File: src/hw/sms_pkg.sv
/*
  shared constants for the serial master/slave core: register map, control
  and status bit positions, rate dividers, pin indexes and the state type.
  assumes a single 125 MHz bus clock and word-aligned AHB-Lite access.
*/
package sms_pkg;
  localparam logic [7:0] REG_CTRL = 8'h00;
  localparam logic [7:0] REG_STAT = 8'h04;
  localparam logic [7:0] REG_DATA = 8'h08;
  localparam int CTRL_RATE_LO = 0;
  localparam int CTRL_RATE_HI = 1;
  localparam int CTRL_CPHA = 2;
  localparam int CTRL_CPOL = 3;
  localparam int CTRL_MSTR = 4;
  localparam int CTRL_EN = 5;
  localparam int CTRL_TXIE = 6;
  localparam int CTRL_RXIE = 7;
  localparam int STAT_TXE = 0;
  localparam int STAT_RXF = 1;
  localparam int STAT_BUSY = 2;
  localparam logic [7:0] CTRL_RST = 8'h00;
  localparam logic [7:0] BYTE_RST = 8'h00;
  localparam logic TXE_RST = 1'b1;
  localparam logic [6:0] HALF_DIV2 = 7'h01;
  localparam logic [6:0] HALF_DIV8 = 7'h04;
  localparam logic [6:0] HALF_DIV32 = 7'h10;
  localparam logic [6:0] HALF_DIV128 = 7'h40;
  localparam logic [4:0] HALF_TICKS = 5'h10;
  localparam logic [3:0] XFER_BITS = 4'h8;
  localparam int PIN_SCLK = 0;
  localparam int PIN_MOSI = 1;
  localparam int PIN_MISO = 2;
  localparam int PIN_SS = 3;
  localparam int NUM_PINS = 4;
  typedef enum logic {ST_IDLE = 1'b0, ST_ACTIVE = 1'b1} sms_state_e;
endpackage : sms_pkg

File: src/hw/sms_reg_if.sv
/*
  register access carrier between the bus slave and the serial core.
  assumes wr and rd are one-cycle strobes qualified by addr.
*/
`timescale 1ns/10ps
interface sms_reg_if;
  logic wr;
  logic rd;
  logic [7:0] addr;
  logic [7:0] wdata;
  logic [7:0] rdata;
  modport bus (output wr, output rd, output addr, output wdata, input rdata);
  modport core (input wr, input rd, input addr, input wdata, output rdata);
endinterface : sms_reg_if

File: src/hw/sms_ahb_slave.sv
/*
  AHB-Lite slave front end: writes take no wait state, reads take one so the
  read side effects and the returned byte see all earlier writes.
  assumes single word transfers, one slave on the bus, response always OKAY.
*/
`timescale 1ns/10ps
module sms_ahb_slave
  import sms_pkg::*;
(
  input wire logic i_clk,
  input wire logic i_rst_n,
  input wire logic i_hsel,
  input wire logic [31:0] i_haddr,
  input wire logic [1:0] i_htrans,
  input wire logic i_hwrite,
  input wire logic [31:0] i_hwdata,
  input wire logic i_hready,
  output logic [31:0] o_hrdata,
  output logic o_hreadyout,
  output logic o_hresp,
  sms_reg_if.bus regs
);
  logic accept;
  logic wr_pend_r;
  logic rd_pend_r;
  logic [7:0] addr_r;
  logic [31:0] hrdata_r;

  // htrans[1] covers NONSEQ and SEQ
  assign accept = i_hsel & i_hready & i_htrans[1];

  always_ff @(posedge i_clk) begin
    if (!i_rst_n) begin
      wr_pend_r <= 1'b0;
      rd_pend_r <= 1'b0;
      addr_r <= BYTE_RST;
    end else begin
      wr_pend_r <= accept & i_hwrite;
      rd_pend_r <= accept & ~i_hwrite;
      if (accept) begin
        addr_r <= i_haddr[7:0];
      end
    end
  end

  always_ff @(posedge i_clk) begin
    if (!i_rst_n) begin
      hrdata_r <= 32'h0000_0000;
    end else if (rd_pend_r) begin
      hrdata_r <= {24'h00_0000, regs.rdata};
    end
  end

  assign regs.wr = wr_pend_r;
  assign regs.rd = rd_pend_r;
  assign regs.addr = addr_r;
  assign regs.wdata = i_hwdata[7:0];
  assign o_hrdata = hrdata_r;
  // one wait state on reads only
  assign o_hreadyout = ~rd_pend_r;
  assign o_hresp = 1'b0;
endmodule : sms_ahb_slave

File: src/hw/sms_spi_core.sv
/*
  full-duplex serial core, master or slave, with buffered transmit and
  receive bytes, registers reached over AHB-Lite.
  assumes pins are joined to pads outside; all pin inputs are asynchronous.
*/
`timescale 1ns/10ps
module sms_spi_core
  import sms_pkg::*;
(
  input wire logic i_clk,
  input wire logic i_rst_n,
  input wire logic i_hsel,
  input wire logic [31:0] i_haddr,
  input wire logic [1:0] i_htrans,
  input wire logic i_hwrite,
  input wire logic [2:0] i_hsize,
  input wire logic [31:0] i_hwdata,
  input wire logic i_hready,
  output logic [31:0] o_hrdata,
  output logic o_hreadyout,
  output logic o_hresp,
  input wire logic i_serial_clock_pin,
  output logic o_serial_clock_pin,
  output logic o_serial_clock_oe,
  input wire logic i_mosi,
  output logic o_mosi,
  output logic o_mosi_oe,
  input wire logic i_miso,
  output logic o_miso,
  output logic o_miso_oe,
  input wire logic i_ss_n,
  output logic o_rx_irq,
  output logic o_tx_irq
);
  sms_reg_if regs ();

  sms_ahb_slave u_bus (
    .i_clk(i_clk),
    .i_rst_n(i_rst_n),
    .i_hsel(i_hsel),
    .i_haddr(i_haddr),
    .i_htrans(i_htrans),
    .i_hwrite(i_hwrite),
    .i_hwdata(i_hwdata),
    .i_hready(i_hready),
    .o_hrdata(o_hrdata),
    .o_hreadyout(o_hreadyout),
    .o_hresp(o_hresp),
    .regs(regs.bus)
  );

  logic [NUM_PINS-1:0] pin_raw;
  logic [NUM_PINS-1:0] sync1_r;
  logic [NUM_PINS-1:0] sync2_r;
  logic [7:0] ctrl_r;
  logic [7:0] tx_buf_r;
  logic tx_empty_r;
  logic [7:0] rx_data_r;
  logic rx_full_r;
  logic armed_r;
  sms_state_e state_r;
  logic [7:0] shift_r;
  logic [7:0] rx_sh_r;
  logic [3:0] cap_cnt_r;
  logic [4:0] hcnt_r;
  logic [6:0] div_cnt_r;
  logic sclk_r;
  logic first_r;
  logic [1:0] mcap_p_r;
  logic sclk_d_r;
  logic ss_d_r;

  // hsize ignored: only whole-word access is supported
  logic unused_hsize;
  assign unused_hsize = ^i_hsize;

  // every pin input passes two flops before any logic sees it
  assign pin_raw = {i_ss_n, i_miso, i_mosi, i_serial_clock_pin};
  genvar g;
  generate
    for (g = 0; g < NUM_PINS; g++) begin : g_sync
      always_ff @(posedge i_clk) begin
        // select resets to its idle high level so no false select edge follows reset
        if (!i_rst_n) begin
          sync1_r[g] <= (g == PIN_SS);
          sync2_r[g] <= (g == PIN_SS);
        end else begin
          sync1_r[g] <= pin_raw[g];
          sync2_r[g] <= sync1_r[g];
        end
      end
    end
  endgenerate

  // control fields
  logic [1:0] rate;
  logic cpha;
  logic cpol;
  logic mstr;
  logic en;
  assign rate = ctrl_r[CTRL_RATE_HI:CTRL_RATE_LO];
  assign cpha = ctrl_r[CTRL_CPHA];
  assign cpol = ctrl_r[CTRL_CPOL];
  assign mstr = ctrl_r[CTRL_MSTR];
  assign en = ctrl_r[CTRL_EN];

  // register decode
  logic sel_ctrl;
  logic sel_stat;
  logic sel_data;
  logic wr_ctrl;
  logic wr_data;
  logic rd_stat;
  logic rd_data;
  logic [7:0] stat_w;
  assign sel_ctrl = regs.addr == REG_CTRL;
  assign sel_stat = regs.addr == REG_STAT;
  assign sel_data = regs.addr == REG_DATA;
  assign wr_ctrl = regs.wr & sel_ctrl;
  assign wr_data = regs.wr & sel_data;
  assign rd_stat = regs.rd & sel_stat;
  assign rd_data = regs.rd & sel_data;

  always_comb begin
    stat_w = BYTE_RST;
    stat_w[STAT_TXE] = tx_empty_r;
    stat_w[STAT_RXF] = rx_full_r;
    stat_w[STAT_BUSY] = state_r == ST_ACTIVE;
  end

  // unmapped offsets read as zero
  assign regs.rdata = sel_ctrl ? ctrl_r : sel_stat ? stat_w : sel_data ? rx_data_r : BYTE_RST;

  // master rate: half period in bus cycles
  logic [6:0] half_lim;
  assign half_lim = rate[1] ? (rate[0] ? HALF_DIV128 : HALF_DIV32)
                            : (rate[0] ? HALF_DIV8 : HALF_DIV2);

  logic idle;
  logic active;
  logic m_act;
  logic s_act;
  assign idle = state_r == ST_IDLE;
  assign active = state_r == ST_ACTIVE;
  assign m_act = active & mstr;
  assign s_act = active & ~mstr;

  // master clock edges
  logic tick;
  logic m_lead;
  logic m_trail;
  assign tick = m_act & (div_cnt_r == half_lim - 7'h01) & (hcnt_r != HALF_TICKS);
  assign m_lead = tick & ~hcnt_r[0];
  assign m_trail = tick & hcnt_r[0];

  // slave edges, seen relative to the idle level
  logic sclk_a;
  logic ss_s;
  logic s_lead;
  logic s_trail;
  logic s_sel;
  logic s_start;
  assign sclk_a = sync2_r[PIN_SCLK] ^ cpol;
  assign ss_s = sync2_r[PIN_SS];
  assign s_lead = sclk_a & ~sclk_d_r;
  assign s_trail = ~sclk_a & sclk_d_r;
  assign s_sel = ~ss_s & en & ~mstr;
  // phase set: first clock edge starts; clear: select fall starts
  assign s_start = idle & s_sel & (cpha ? s_lead : (ss_d_r & ~ss_s));

  // common edge roles
  logic lead;
  logic trail;
  logic cap_raw;
  logic launch;
  logic cap;
  logic in_bit;
  assign lead = mstr ? m_lead : (s_lead & s_act);
  assign trail = mstr ? m_trail : (s_trail & s_act);
  // phase clear samples on the leading edge, MSB first
  assign cap_raw = cpha ? trail : lead;
  assign launch = cpha ? (lead & ~first_r) : trail;
  // master sample is delayed two cycles to cover the pin synchroniser
  assign cap = mstr ? mcap_p_r[1] : cap_raw;
  assign in_bit = mstr ? sync2_r[PIN_MISO] : sync2_r[PIN_MOSI];

  logic load;
  logic m_start;
  logic done;
  logic abort;
  logic rx_clr;
  // a write sits in the buffer while active; shifter reloads only when idle
  assign load = idle & en & ~tx_empty_r;
  assign m_start = load & mstr;
  assign done = active & (cap_cnt_r == XFER_BITS) & (~mstr | (hcnt_r == HALF_TICKS));
  // a slave deselected mid-byte drops the byte
  assign abort = active & (~en | (~mstr & ss_s));
  assign rx_clr = rd_data & armed_r;

  always_ff @(posedge i_clk) begin
    if (!i_rst_n) begin
      ctrl_r <= CTRL_RST;
    end else if (wr_ctrl) begin
      ctrl_r <= regs.wdata;
    end
  end

  always_ff @(posedge i_clk) begin
    if (!i_rst_n) begin
      tx_buf_r <= BYTE_RST;
    end else if (wr_data) begin
      tx_buf_r <= regs.wdata;
    end
  end

  // a write in the same cycle as a load leaves the new byte pending
  always_ff @(posedge i_clk) begin
    if (!i_rst_n) begin
      tx_empty_r <= TXE_RST;
    end else if (wr_data) begin
      tx_empty_r <= 1'b0;
    end else if (load) begin
      tx_empty_r <= 1'b1;
    end
  end

  always_ff @(posedge i_clk) begin
    if (!i_rst_n) begin
      state_r <= ST_IDLE;
    end else if (abort | done) begin
      state_r <= ST_IDLE;
    end else if (m_start | s_start) begin
      state_r <= ST_ACTIVE;
    end
  end

  always_ff @(posedge i_clk) begin
    if (!i_rst_n) begin
      shift_r <= BYTE_RST;
    end else if (load) begin
      shift_r <= tx_buf_r;
    end else if (launch) begin
      shift_r <= {shift_r[6:0], 1'b0};
    end
  end

  always_ff @(posedge i_clk) begin
    if (!i_rst_n) begin
      rx_sh_r <= BYTE_RST;
      cap_cnt_r <= 4'h0;
    end else if (m_start | s_start) begin
      rx_sh_r <= BYTE_RST;
      cap_cnt_r <= 4'h0;
    end else if (cap & active) begin
      rx_sh_r <= {rx_sh_r[6:0], in_bit};
      cap_cnt_r <= cap_cnt_r + 4'h1;
    end
  end

  // slave started by its own first edge has already passed it
  always_ff @(posedge i_clk) begin
    if (!i_rst_n) begin
      first_r <= 1'b0;
    end else if (m_start | s_start) begin
      first_r <= mstr;
    end else if (lead) begin
      first_r <= 1'b0;
    end
  end

  always_ff @(posedge i_clk) begin
    if (!i_rst_n) begin
      mcap_p_r <= 2'h0;
    end else begin
      mcap_p_r <= {mcap_p_r[0], m_act & cap_raw};
    end
  end

  always_ff @(posedge i_clk) begin
    if (!i_rst_n) begin
      sclk_d_r <= 1'b0;
      ss_d_r <= 1'b1;
    end else begin
      sclk_d_r <= sclk_a;
      ss_d_r <= ss_s;
    end
  end

  // master baud divider restarts at each byte
  always_ff @(posedge i_clk) begin
    if (!i_rst_n) begin
      div_cnt_r <= 7'h00;
    end else if (~m_act | tick) begin
      div_cnt_r <= 7'h00;
    end else begin
      div_cnt_r <= div_cnt_r + 7'h01;
    end
  end

  always_ff @(posedge i_clk) begin
    if (!i_rst_n) begin
      hcnt_r <= 5'h00;
    end else if (m_start) begin
      hcnt_r <= 5'h00;
    end else if (tick) begin
      hcnt_r <= hcnt_r + 5'h01;
    end
  end

  always_ff @(posedge i_clk) begin
    if (!i_rst_n) begin
      sclk_r <= 1'b0;
    end else if (~m_act) begin
      sclk_r <= cpol;
    end else if (tick) begin
      sclk_r <= ~sclk_r;
    end
  end

  // a byte arriving as the flag clears is kept: set wins
  always_ff @(posedge i_clk) begin
    if (!i_rst_n) begin
      rx_data_r <= BYTE_RST;
      rx_full_r <= 1'b0;
    end else if (done & (~rx_full_r | rx_clr)) begin
      rx_data_r <= rx_sh_r;
      rx_full_r <= 1'b1;
    end else if (rx_clr) begin
      rx_full_r <= 1'b0;
    end
  end

  always_ff @(posedge i_clk) begin
    if (!i_rst_n) begin
      armed_r <= 1'b0;
    end else if (rx_clr) begin
      armed_r <= 1'b0;
    end else if (rd_stat & rx_full_r) begin
      armed_r <= 1'b1;
    end
  end

  // pins; the master ignores its own select input
  assign o_serial_clock_pin = sclk_r;
  assign o_serial_clock_oe = en & mstr;
  assign o_mosi = shift_r[7];
  assign o_mosi_oe = en & mstr;
  assign o_miso = shift_r[7];
  assign o_miso_oe = s_sel;

  assign o_rx_irq = rx_full_r & ctrl_r[CTRL_RXIE];
  assign o_tx_irq = tx_empty_r & ctrl_r[CTRL_TXIE];
endmodule : sms_spi_core

File: config.mk
export PLATFORM = sky130hd
export DESIGN_NAME = sms_spi_core
export DESIGN_NICKNAME = d
export VERILOG_FILES = /design/src/hw/sms_pkg.sv /design/src/hw/sms_reg_if.sv /design/src/hw/sms_ahb_slave.sv /design/src/hw/sms_spi_core.sv
export SDC_FILE = /design/constraint.sdc
export NUM_CORES = 1
export LEC_CHECK = 0
export BUFFER_PORTS_ARGS = -buffer_cell sky130_fd_sc_hd__buf_2
export CORE_MARGIN = 4
export CORE_UTILIZATION = 50
export CTS_BUF_LIST = sky130_fd_sc_hd__clkbuf_4
export DETAILED_ROUTE_END_ITERATION = 7
export HOLD_SLACK_MARGIN = 0.06
export PLACE_DENSITY_LB_ADDON = 0.15
export REMOVE_ABC_BUFFERS = 1
export SETUP_SLACK_MARGIN = 0.3
export SLEW_MARGIN = 20
export SYNTH_ARGS = -nofsm -noshare
export SYNTH_HDL_FRONTEND = slang
export SYNTH_HIERARCHICAL = 1
export SYNTH_SLANG_ARGS = --single-unit
File: constraint.sdc
create_clock -name i_clk -period 4.4 [get_ports i_clk]
set_clock_uncertainty 0.1 [all_clocks]
set_input_delay 0.66 -clock i_clk [delete_from_list [all_inputs] [get_ports i_clk]]
set_output_delay 0.66 -clock i_clk [all_outputs]
set_load 0.01 [all_outputs]
After elaboration in Yosys (flattened, before gate mapping)
Index checks and enable logic that the tools add are counted.
{"block": "op_classes", "bitwise": 61, "n_addsub": 4, "n_reduce_logical": 10, "n_mux": 23, "n_eq_ne": 7}
{"cell": "$mux 8", "count": 5}
{"cell": "$and 1x1->1", "count": 39}
{"cell": "$mux 1", "count": 15}
{"cell": "$not 1->1", "count": 15}
{"cell": "$mux 7", "count": 2}
{"cell": "$reduce_or 2->1", "count": 5}
{"cell": "$eq 8x3->1 const B", "count": 1}
{"cell": "$eq 8x4->1 const B", "count": 1}
{"cell": "$logic_not 8->1", "count": 1}
{"cell": "$reduce_bool 2->1", "count": 4}
{"cell": "$add 7x1->7 const B", "count": 1}
{"cell": "$eq 7x7->1", "count": 1}
{"cell": "$sub 7x1->7 const B", "count": 1}
{"cell": "$or 1x1->1", "count": 6}
{"cell": "$add 5x1->5 const B", "count": 1}
{"cell": "$eq 5x5->1 const B", "count": 1}
{"cell": "$ne 5x5->1 const B", "count": 1}
{"cell": "$add 4x1->4 const B", "count": 1}
{"cell": "$eq 4x4->1 const B", "count": 1}
{"cell": "$mux 3", "count": 1}
{"cell": "$ne 2x1->1 const B", "count": 1}
{"cell": "$xor 1x1->1", "count": 1}
{"block": "word_totals", "output_inout_bits": 42, "elab_cells": 134, "input_bits": 78, "regBits": 92}

Depth between registers and ports, before layout
Gate-level depths: netlist of the first run.
{"block": "depth", "ltp_word": 12, "depth_mapped": 9, "mapped_depth_nobuf": 8}

Cells and area by module
The synthesis of the first run kept the hierarchy.
{"mod": "sms_spi_core", "cells_per_inst": 358, "area_per_inst_um2": 3293.2, "seq_area_each_um2": 1481.4, "instances": 1}
{"mod": "sms_ahb_slave", "cells_per_inst": 101, "area_per_inst_um2": 950.9, "seq_area_each_um2": 360.3, "instances": 1}

Least setup slack after synthesis of the first run
No wires, ideal clock.
{"block": "synth_timing", "kind": "register to register", "startpoint": "reg hcnt_r[0]", "endpoint": "reg shift_r[1]", "t_arrival_ns": 2.253, "path_stages_with_launch": 9, "setup_ns": 0.124, "setup_slack_ns": 1.923, "synth_period_minus_slack_ns": 2.477, "t_required_ns": 4.176, "n_path_buf": 0, "cell_sequence": "dfxtp_1 inv_1 ha_1 and4bb_4 a2111o_1 a2111oi_4 o21ai_4 a221oi_1 nor3_1"}
{"block": "synth_between", "elab_chain_cells": 7, "elab_cells_between_ends": 10, "cone_classes": "eq/ne (1); mux (3); bitwise (5); reduce/logical (1)"}
{"item": "start: declaration", "line": "sms_spi_core.sv:65", "rtl": "logic [4:0] hcnt_r;"}
{"item": "start signal: assignment", "line": "sms_spi_core.sv:306", "rtl": "hcnt_r <= hcnt_r + 5'h01;"}
{"item": "$ne 5x5->1", "line": "sms_spi_core.sv:152", "rtl": "assign tick = m_act & (div_cnt_r == half_lim - 7'h01) & (hcnt_r != HALF_TICKS);"}
{"item": "$and 1x1->1", "line": "sms_spi_core.sv:152"}
{"item": "$and 1x1->1", "line": "sms_spi_core.sv:153", "rtl": "assign m_lead = tick & ~hcnt_r[0];"}
{"item": "$mux 1", "line": "sms_spi_core.sv:178", "rtl": "assign lead = mstr ? m_lead : (s_lead & s_act);"}
{"item": "$and 1x1->1", "line": "sms_spi_core.sv:182", "rtl": "assign launch = cpha ? (lead & ~first_r) : trail;"}
{"item": "$mux 1 (*)", "line": "sms_spi_core.sv:182"}
{"item": "$reduce_bool 2->1 (no line) (*)"}
{"item": "end signal: assignment", "line": "sms_spi_core.sv:241", "rtl": "shift_r <= tx_buf_r;"}
{"item": "end signal: assignment", "line": "sms_spi_core.sv:243", "rtl": "shift_r <= {shift_r[6:0], 1'b0};"}
{"item": "end: declaration", "line": "sms_spi_core.sv:62", "rtl": "logic [7:0] shift_r;"}
Every way passes the cells marked *; elsewhere a longest branch is shown, timed or not.
A chain may end at the register's enable or synchronous reset.

Worst setup path after layout of the first run
{"block": "layout_timing", "startpoint": "reg hcnt_r[0]", "endpoint": "reg shift_r[3]"}
The elaborated chain is that of the path after synthesis.

==> flow_summary.ini, run 1 <==
[critical_path]
crit_slowest_cell = a2111oi_4
r2r_start = hcnt_r[0]$_SDFFE_PP0N_
crit_fanout = 8
start_kind = flip-flop
worstSetupEndpointType = flip-flop
crit_start = hcnt_r[0]$_SDFFE_PP0N_
path_cells = inv_1 -> ha_1 -> and4bb_4 -> a2111o_1 -> a2111oi_4 -> o21ai_4 -> a221oi_1 -> nor3_1
critical_path_class = reg -> reg
slowest_delay_ns = 0.55
required_ns = 4.61
cp.arrival_ns = 3.02

[worst_hold_path]
hold_class = in -> reg
holdCritStartpoint = i_ss_n

[power]
power_density_mw_per_mm2 = 310
p_leak_uw = 0.00193
ir_drop_uv = 190

[final_layout]
n_antenna_cell = 0
fin_cells = 591
layout-drive-gt1-share = 0.160
final_nets = 564
final_util = 0.543
syn_to_final_growth_pct = 5.19

[floorplanning]
dieArea_mm2 = 0.0100
num_rows = 33
start_util = 0.517
io_pins = 120
dieHeight_um = 100
core-area_mm2 = 0.00822
fp.dieW_um = 100

[synthesis]
synthFlopType = dfxtp_1
synth_edf_count = 0
synth_fa_ha_area_frac = 0.0147
yosysTopAreaCellShare = 0.434
synth_compound_area_frac = 0.0725
syn_area_mm2 = 0.00424
ys_types = 51
yosys_register_bits = 92
synth_top_family_by_area = simple AND/OR/NAND/NOR gates
async_flop_share = 0
synth_seq_area_share = 0.434
ys.warnings.count = 6
synth_mux_area_frac = 0.137
synth_xor_area_frac = 0.0248
syn_inst = 459
ys_top_cells_by_area = dfxtp_1, mux2i_1, buf_4
avgSynthCellArea_um2 = 9.25
synth_simple_gate_area_frac = 0.219
synth_top_area_cell = dfxtp_1

[place]
dp_hpwl_um = 5700
gp_congestion = 0.751
dp_cells = 575
portBuffers = 42

[sta]
fin_crit_ns = 2.80
max_freq_mhz = 357
rsz0062_at_grt = no
worst_pin_slew_ns = 1.02
period_share = 0.637
drv_slew = 0
setup_violations = 0
fin_setup_tns_ns = 0
maxSlewHeadroom = 0.317
finalHoldViolCount = 0

[job]
drv_cap = 0

[routing]
vias = 3035
first_pass_iters = 4
drcViolationCount = 0
via_per_inst = 5.14
wl_um = 8070
first_iter_violations = 118
wl_per_cell_um = 13.7
ant_nets = 0

[status]
status = finished clean

[clock_network]
cts_sinks = 92
cts_buffers = 9
cts-root-buf = clkbuf_4
ctsResizeCount = 0
post_cts_buffers = 0
htreeDepth = 3
cts_tree = built
clk_latency_ns = 0.44
postCtsHoldBufs = 0
clk_pin_slew_worst_paths_ns = 0.14
clockBufferDepth = 2

[grt]
antenna_found_initial = 0
grt_max_degree = 42
overflow = 0
grt_pass1_wl_um = 13500
grt_use_total = 0.168
grt_pass1_vias = 2858
## layer usage
metal	GRT usage	part of all wire
met3	0.0507	0.054
met5	0	0
met4	0.0446	0.012
met1	0.219	0.46
met2	0.274	0.48
## critical path: cells and delay by family, from the launching register on
kind,cells,cell delay [ns]
buffers and inverters,1,0.13
and+or+nand+nor,2,0.28
adders and majority gates,1,0.22
AOI/OAI and AO/OA,4,1.46
DFF,1,0.48
## logic make-up (layout without fill, tap and decap cells)
| group | Yosys count | after routing |
|---|---|---|
| adders and majority gates | 5 | 5 |
| buffers and inverters | 67 | 70 |
| xor gates and xnor gates | 12 | 12 |
| AOI/OAI and AO/OA | 36 | 36 |
| muxes | 58 | 58 |
| other | 1 | 25 |
| DFF | 92 | 92 |
| and+or+nand+nor | 188 | 188 |
## flip-flops by register name (all words and copies together), names as in the netlist, 5 cells and up
name / cells
rx_sh_r: 8
rx_data_r: 8
u_bus/regs.addr: 8
ctrl_r: 8
tx_buf_r: 8
u_bus/o_hrdata: 8
div_cnt_r: 7
hcnt_r: 5
shift_r: 8
## power by group
group	internal [µW]	switching (µW)
combinational	24.1	44.3
sequential	842	7.74
clock	176	288
total	1040	341
## final timing paths
path | end | slack [ns] | depth (start not counted)
hold / removal | sync1_r[3]$_SDFF_PN1_ | 0.29 | 2
setup / recovery | shift_r[3]$_SDFFE_PN0P_ | 1.60 | 8
setup reg to reg | shift_r[3]$_SDFFE_PN0P_ | 1.60 | 8
hold reg to reg | ss_s$_SDFF_PN1_ | 0.33 | 1
## cell type report
| cell class | instances | area, µm² |
|---|---|---|
| flip-flops and latches | 92 | 1840 |
| well taps | 105 | 131 |
| fillers | 752 | 3750 |
| repair buffers | 44 | 225 |
| clock buffers | 9 | 67.6 |
| multi-input cells | 324 | 2090 |
| inverters | 10 | 37.5 |
| clock inverters | 7 | 73.8 |
## cell usage in the layout, fill, tap and decap left out, types with 9 or more instances in the layout
| cell type | netlist | layout |
|---|---|---|
| nor2_1 | 75 | 75 |
| nand2_1 | 24 | 24 |
| a21oi_1 | 10 | 10 |
| conb_1 | 1 | 25 |
| clkbuf_4 | 0 | 9 |
| inv_1 | 9 | 9 |
| dfxtp_1 | 92 | 92 |
| and2_1 | 10 | 10 |
| buf_2 | 4 | 42 |
| mux2i_1 | 57 | 57 |
| nor3_1 | 21 | 21 |
| nand3_1 | 11 | 11 |
| nor2b_1 | 17 | 17 |
## per-stage QoR
step                      power, µW  instance area, µm²  setup WS [ns]  hold slack, ns
after global placement          935                4320           1.65           0.298
after floorplan                 908                3960           1.87           0.286
after global routing           1440                4460           1.36           0.268
after detailed placement        936                4320           1.62           0.301
final                          1380                4460           1.60           0.292
after CTS                      1400                4460           1.59           0.259
## synthesized netlist by cell type (2+ instances only)
cell type	instances
a21oi_1	10
a221oi_1	6
and2_1	10
and3_1	5
and3_2	2
buf_1	2
buf_2	4
buf_4	39
clkbuf_1	11
dfxtp_1	92
ha_1	5
inv_1	9
mux2i_1	57
nand2_1	24
nand2b_1	4
nand3_1	11
nand4_1	5
nor2_1	75
nor2b_1	17
nor3_1	21
nor3b_1	3
o21ai_0	4
or2_2	2
or3_1	4
xnor2_1	4
xor2_1	8
No activity file was read; power rests on OpenSTA's default activity.
==> run 2, diff against run 1 <==
--- a/config.mk
+++ b/config.mk
@@ -7,7 +7,7 @@
 export LEC_CHECK = 0
 export BUFFER_PORTS_ARGS = -buffer_cell sky130_fd_sc_hd__buf_2
 export CORE_MARGIN = 4
-export CORE_UTILIZATION = 50
+export CORE_UTILIZATION = 49
 export CTS_BUF_LIST = sky130_fd_sc_hd__clkbuf_4
 export DETAILED_ROUTE_END_ITERATION = 7
 export HOLD_SLACK_MARGIN = 0.06
==> constraint.sdc (replaced) <==
create_clock -name i_clk -period 2.25 [get_ports i_clk]
set_clock_uncertainty 0.1 [all_clocks]
set_input_delay 0.3375 -clock i_clk [delete_from_list [all_inputs] [get_ports i_clk]]
set_output_delay 0.3375 -clock i_clk [all_outputs]
set_load 0.01 [all_outputs]
==> run 2 against run 1 <==
  * The run now ends with setup timing left
  * Via count is 7.7% higher
  * Core utilization up 7.4 points
  * Cell count rose by 10%
  * Non-clock buffer count grew 60
  * Critical endpoint is now shift_r[7]$_SDFFE_PN0P_
  * Largest power group unchanged
==> flow_summary.ini, run 2 (synthesis results as in run 1) <==
[status]
status = complete, but fails checks
violations = setup timing

[routing]
drcViolationCount = 0
wl_per_cell_um = 13.5
via_per_inst = 5.02
first_pass_iters = 4
first_iter_violations = 88
vias = 3270
wl_um = 8800
ant_nets = 0

[grt]
grt_use_total = 0.176
grt_pass1_vias = 3189
antenna_found_initial = 0
grt_pass1_wl_um = 14500
grt_max_degree = 38
overflow = 0

[floorplanning]
start_util = 0.509
fp.dieW_um = 101
core-area_mm2 = 0.00834
dieHeight_um = 101
io_pins = 120
dieArea_mm2 = 0.0102
num_rows = 33

[sta]
worst_pin_slew_ns = 0.654
max_freq_mhz = 418
drv_slew = 0
hold_ws_ns = 0.119
timing.final.ws_setup_ns = -0.143
rsz0062_at_grt = yes
maxSlewHeadroom = 0.563
finalHoldViolCount = 0
setup_violations = 11
period_share = 1.06
fin_crit_ns = 2.39

[clock_network]
cts-root-buf = clkbuf_4
clk_pin_slew_worst_paths_ns = 0.16
clockBufferDepth = 2
htreeDepth = 3
cts_buffers = 9
cts_sinks = 92
cts_tree = built
clk_latency_ns = 0.44

[place]
dp_cells = 606
gp_congestion = 0.826
portBuffers = 42
dp_hpwl_um = 6090

[final_layout]
layout_common_cells = dfxtp_1, nor2_1, mux2i_1
final_nets = 624
layout-drive-gt1-share = 0.264
layout_commonest_cell = dfxtp_1
n_antenna_cell = 0
syn_to_final_growth_pct = 21.2
fin_cells = 651

[critical_path]
cp.arrival_ns = 2.61
r2r_cells = 7
critical_path_class = reg -> reg
start_kind = flip-flop
r2r_end = shift_r[7]$_SDFFE_PN0P_
required_ns = 2.46
crit_fanout = 8
worst-r2r-setup-slack_ns = -0.14
r2r_start = div_cnt_r[2]$_SDFF_PP0_
worstSetupEndpointType = flip-flop

[power]
power_density_mw_per_mm2 = 513
ir_drop_uv = 360
p_leak_uw = 0.00224

[job]
drv_cap = 0

[worst_hold_path]
hold_class = in -> reg
holdPathEnd = tx_empty_r$_SDFFE_PN1P_
holdCritStartpoint = i_rst_n
min_path_cells = 2
[run 2: cell count changes in the layout (fill, tap and decap cells not counted), moves of 4 or more]
cell,change
a221oi_2,+6
buf_6,+9
a221oi_1,-6
nor2_1,-6
nor2_2,+5
dlygate4sd3_1,+21
dfxtp_2,+4
dfxtp_1,-4
buf_4,+29
[run 2: what timing repair did]
action                                  4_1_cts  5_1_grt
gates resized for setup                      24       22
hold endpoints to repair                     29        0
hold buffers                                 21        0
pin swaps                                    18       17
endpoints found under the setup margin       32       44
buffers inserted                              6        2
gates cloned                                  0        0
[run 2: power by group]
| part | switching [µW] | leakage [µW] | internal, µW |
|---|---|---|---|
| Sequential | 10.5 | 0.000746 | 1650 |
| Combinational | 99.5 | 0.00143 | 81.5 |
| Clock | 569 | 0.0000623 | 231 |
[run 2: routing by layer]
metal  GRT usage  vias to the layer above  part of all wire
met2       0.307                       70              0.49
li1            -                     1662                 -
met1       0.214                     1527              0.45
met3      0.0415                       11             0.045
met5           0                        -                 0
met4      0.0552                        0             0.012
[run 2: final cells by class]
class	count	area, µm²
Sequential cell	92	1850
Inverter	10	37.5
Clock inverter	7	51.3
Fill cell	710	3200
Clock buffer	9	67.6
Tap cell	105	131
Timing Repair Buffer	104	774
Multi-Input combinational cell	324	2240
[run 2: worst max-delay path: stages (launching register included)]
cell and delay, ns:
dfxtp_2 0.35, or3_1 0.37, a2111o_1 0.41, buf_6 0.14, a2111oi_4 0.41, nor3_4 0.15, a221oi_2 0.27, nor3_2 0.07
[run 2: worst max-delay path by stage]
stage	endpoint	slack (ns)	startpoint	cells after the start
5_1_grt	shift_r[4]$_SDFFE_PN0P_	-0.24	div_cnt_r[2]$_SDFF_PP0_	7
3_5_place_dp	shift_r[4]$_SDFFE_PN0P_	-0.28	hcnt_r[0]$_SDFFE_PP0N_	9
4_1_cts	shift_r[7]$_SDFFE_PN0P_	-0.12	div_cnt_r[2]$_SDFF_PP0_	7
2_1_floorplan	shift_r[1]$_SDFFE_PN0P_	-0.28	hcnt_r[0]$_SDFFE_PP0N_	8
6_report	shift_r[7]$_SDFFE_PN0P_	-0.14	div_cnt_r[2]$_SDFF_PP0_	7
3_3_place_gp	shift_r[4]$_SDFFE_PN0P_	-0.27	hcnt_r[0]$_SDFFE_PP0N_	9
[run 2: per-stage QoR]
step / cell area (µm²) / utilization / TNS, ns / worst slack, ns / total power [µW]
after floorplan: 3960 / - / -3.31 / -0.278 / 1780
after detailed placement: 4570 / 0.548 / -2.47 / -0.279 / 1840
after CTS: 5050 / 0.606 / -0.850 / -0.122 / 2670
final: 5140 / 0.617 / -0.959 / -0.143 / 2640
after global routing: 5140 / 0.617 / -2.90 / -0.240 / 2750
after global placement: 4570 / 0.548 / -2.28 / -0.267 / 1840
==> run 3, diff against run 2 <==
--- a/config.mk
+++ b/config.mk
@@ -7,8 +7,7 @@
 export LEC_CHECK = 0
 export BUFFER_PORTS_ARGS = -buffer_cell sky130_fd_sc_hd__buf_2
 export CORE_MARGIN = 4
-export CORE_UTILIZATION = 49
-export CTS_BUF_LIST = sky130_fd_sc_hd__clkbuf_4
+export CORE_UTILIZATION = 47
 export DETAILED_ROUTE_END_ITERATION = 7
 export HOLD_SLACK_MARGIN = 0.06
 export PLACE_DENSITY_LB_ADDON = 0.15
==> run 3 against run 2 <==
  * Cell count is 3.1% lower
  * Critical path depth is 1 lower
  * Die area is 3.9% higher
  * The flow still finishes with violations (setup timing)
  * Clock-buffer cell count is 2 higher
  * Sequential share of layout area is 1.7 points higher
  * Highest routed layer unchanged
  * Routed wire length is 2.0% lower
==> flow_summary.ini, run 3 (synthesis results as in run 1) <==
[final_layout]
n_antenna_cell = 0
layout_common_cells = dfxtp_1, nor2_1, mux2i_1
layout_commonest_cell = dfxtp_1
layout-drive-gt1-share = 0.235
syn_to_final_growth_pct = 15.5
final_nets = 601

[worst_hold_path]
hold_class = in -> reg
min_path_cells = 2

[power]
p_leak_uw = 0.00215
ir_drop_uv = 378
power_density_mw_per_mm2 = 600

[sta]
timing.final.ws_setup_ns = -0.0676
maxSlewHeadroom = 0.571
max_freq_mhz = 431
hold_ws_ns = 0.0877
fin_crit_ns = 2.32
worst_pin_slew_ns = 0.643
fin_setup_tns_ns = -0.333
finalHoldViolCount = 0
period_share = 1.03
drv_slew = 0
rsz0062_at_grt = yes
setup_violations = 7

[clock_network]
cts_sinks = 92
clk_latency_ns = 0.36
htreeDepth = 3
clk_pin_slew_worst_paths_ns = 0.09
cts_tree = built
clockBufferDepth = 2
cts-root-buf = clkbuf_8
cts_buffers = 9

[routing]
wl_um = 8620
first_iter_violations = 65
via_per_inst = 5.00
first_pass_iters = 4
ant_nets = 0
wl_per_cell_um = 13.7
drcViolationCount = 0
vias = 3156

[status]
status = complete, but fails checks
violations = setup timing

[floorplanning]
core-area_mm2 = 0.00876
fp.dieW_um = 103
num_rows = 34
start_util = 0.484
io_pins = 120
dieHeight_um = 103
dieArea_mm2 = 0.0106

[critical_path]
cpLargestDelayFamily = compound AO/OA/AOI/OAI gates
path_buf_inv = 0
worst-r2r-setup-slack_ns = -0.07
slowest_delay_ns = 0.51
start_kind = flip-flop
crit_fanout = 8
path_cells = or3_1 -> a2111o_1 -> a2111oi_4 -> nor3_4 -> a221oi_2 -> nor3_1
r2r_start = div_cnt_r[2]$_SDFF_PP0_
worstSetupEndpoint = shift_r[4]$_SDFFE_PN0P_
crit_slowest_cell = a2111o_1
r2r_end = shift_r[4]$_SDFFE_PN0P_
r2r_cells = 6
worstSetupEndpointType = flip-flop
critical_path_class = reg -> reg
cp.depth = 6
cp.arrival_ns = 2.44
required_ns = 2.37
crit_start = div_cnt_r[2]$_SDFF_PP0_

[place]
portBuffers = 42
dp_hpwl_um = 6210
gp_congestion = 0.780

[grt]
grt_use_total = 0.169
antenna_found_initial = 0
grt_pass1_wl_um = 14100
overflow = 0
grt_pass1_vias = 3025
grt_max_degree = 38

[job]
drv_cap = 0
[run 3: changes by cell type in the layout (fill, tap and decap cells not counted), moves of 3 or more]
cell / delta
buf_4: +5
buf_6: -7
clkbuf_4: -9
clkbuf_8: +10
dfxtp_1: +3
dfxtp_2: -3
dlygate4sd3_1: -20
nor2_1: +6
nor2_2: -5
[run 3: timing repair]
action	CTS	global route
pin swaps	13	3
endpoints found under the setup margin	32	43
setup buffers	3	0
gates resized for setup	17	3
hold buffers	1	0
hold endpoints to repair	1	0
[run 3: cell type report]
class                      instances  area [µm²]
clock buffer                      11         141
multi-input combinational        324        2170
timing repair buffer              81         513
sequential                        92        1840
clock inverter                     5        61.3
tap                              108         135
fill                             818        3860
inverter                          10        37.5
[run 3: routing by layer]
metal / up-vias / GRT usage / share of wire
li1: 1616 / - / -
met1: 1464 / 0.221 / 0.46
met2: 64 / 0.277 / 0.48
met3: 12 / 0.0284 / 0.037
met4: 0 / 0.0687 / 0.019
met5: - / 0 / 0
[run 3: power by group]
part	leakage, µW	internal, µW	switching [µW]	total [µW]
Combinational	0.00131	57.6	94.7	152
Clock	0.0000918	547	590	1140
Sequential	0.000744	1640	10.6	1650
Total	0.00215	2250	696	2940
[run 3: worst min path at each step]
stage                                  to             startpoint  slack (ns)
floorplan                 ss_s$_SDFF_PN1_  sync1_r[3]$_SDFF_PN1_        0.29
global placement          ss_s$_SDFF_PN1_  sync1_r[3]$_SDFF_PN1_        0.29
detailed placement        ss_s$_SDFF_PN1_  sync1_r[3]$_SDFF_PN1_        0.29
CTS                 sync1_r[2]$_SDFF_PN0_                 i_miso        0.08
global route        sync1_r[2]$_SDFF_PN0_                 i_miso        0.09
finish              sync1_r[2]$_SDFF_PN0_                 i_miso        0.09
[run 3: through the flow]
stage	util	total power [µW]	cells	setup WS, ns	cell area [µm²]
finish	0.560	2940	631	-0.0676	4900
CTS	0.559	2970	631	-0.0714	4900
detailed placement	0.522	1840	611	-0.291	4570
global route	0.560	3070	631	-0.199	4900
global placement	0.522	1840	611	-0.296	4570
floorplan	-	1780	426	-0.278	3960
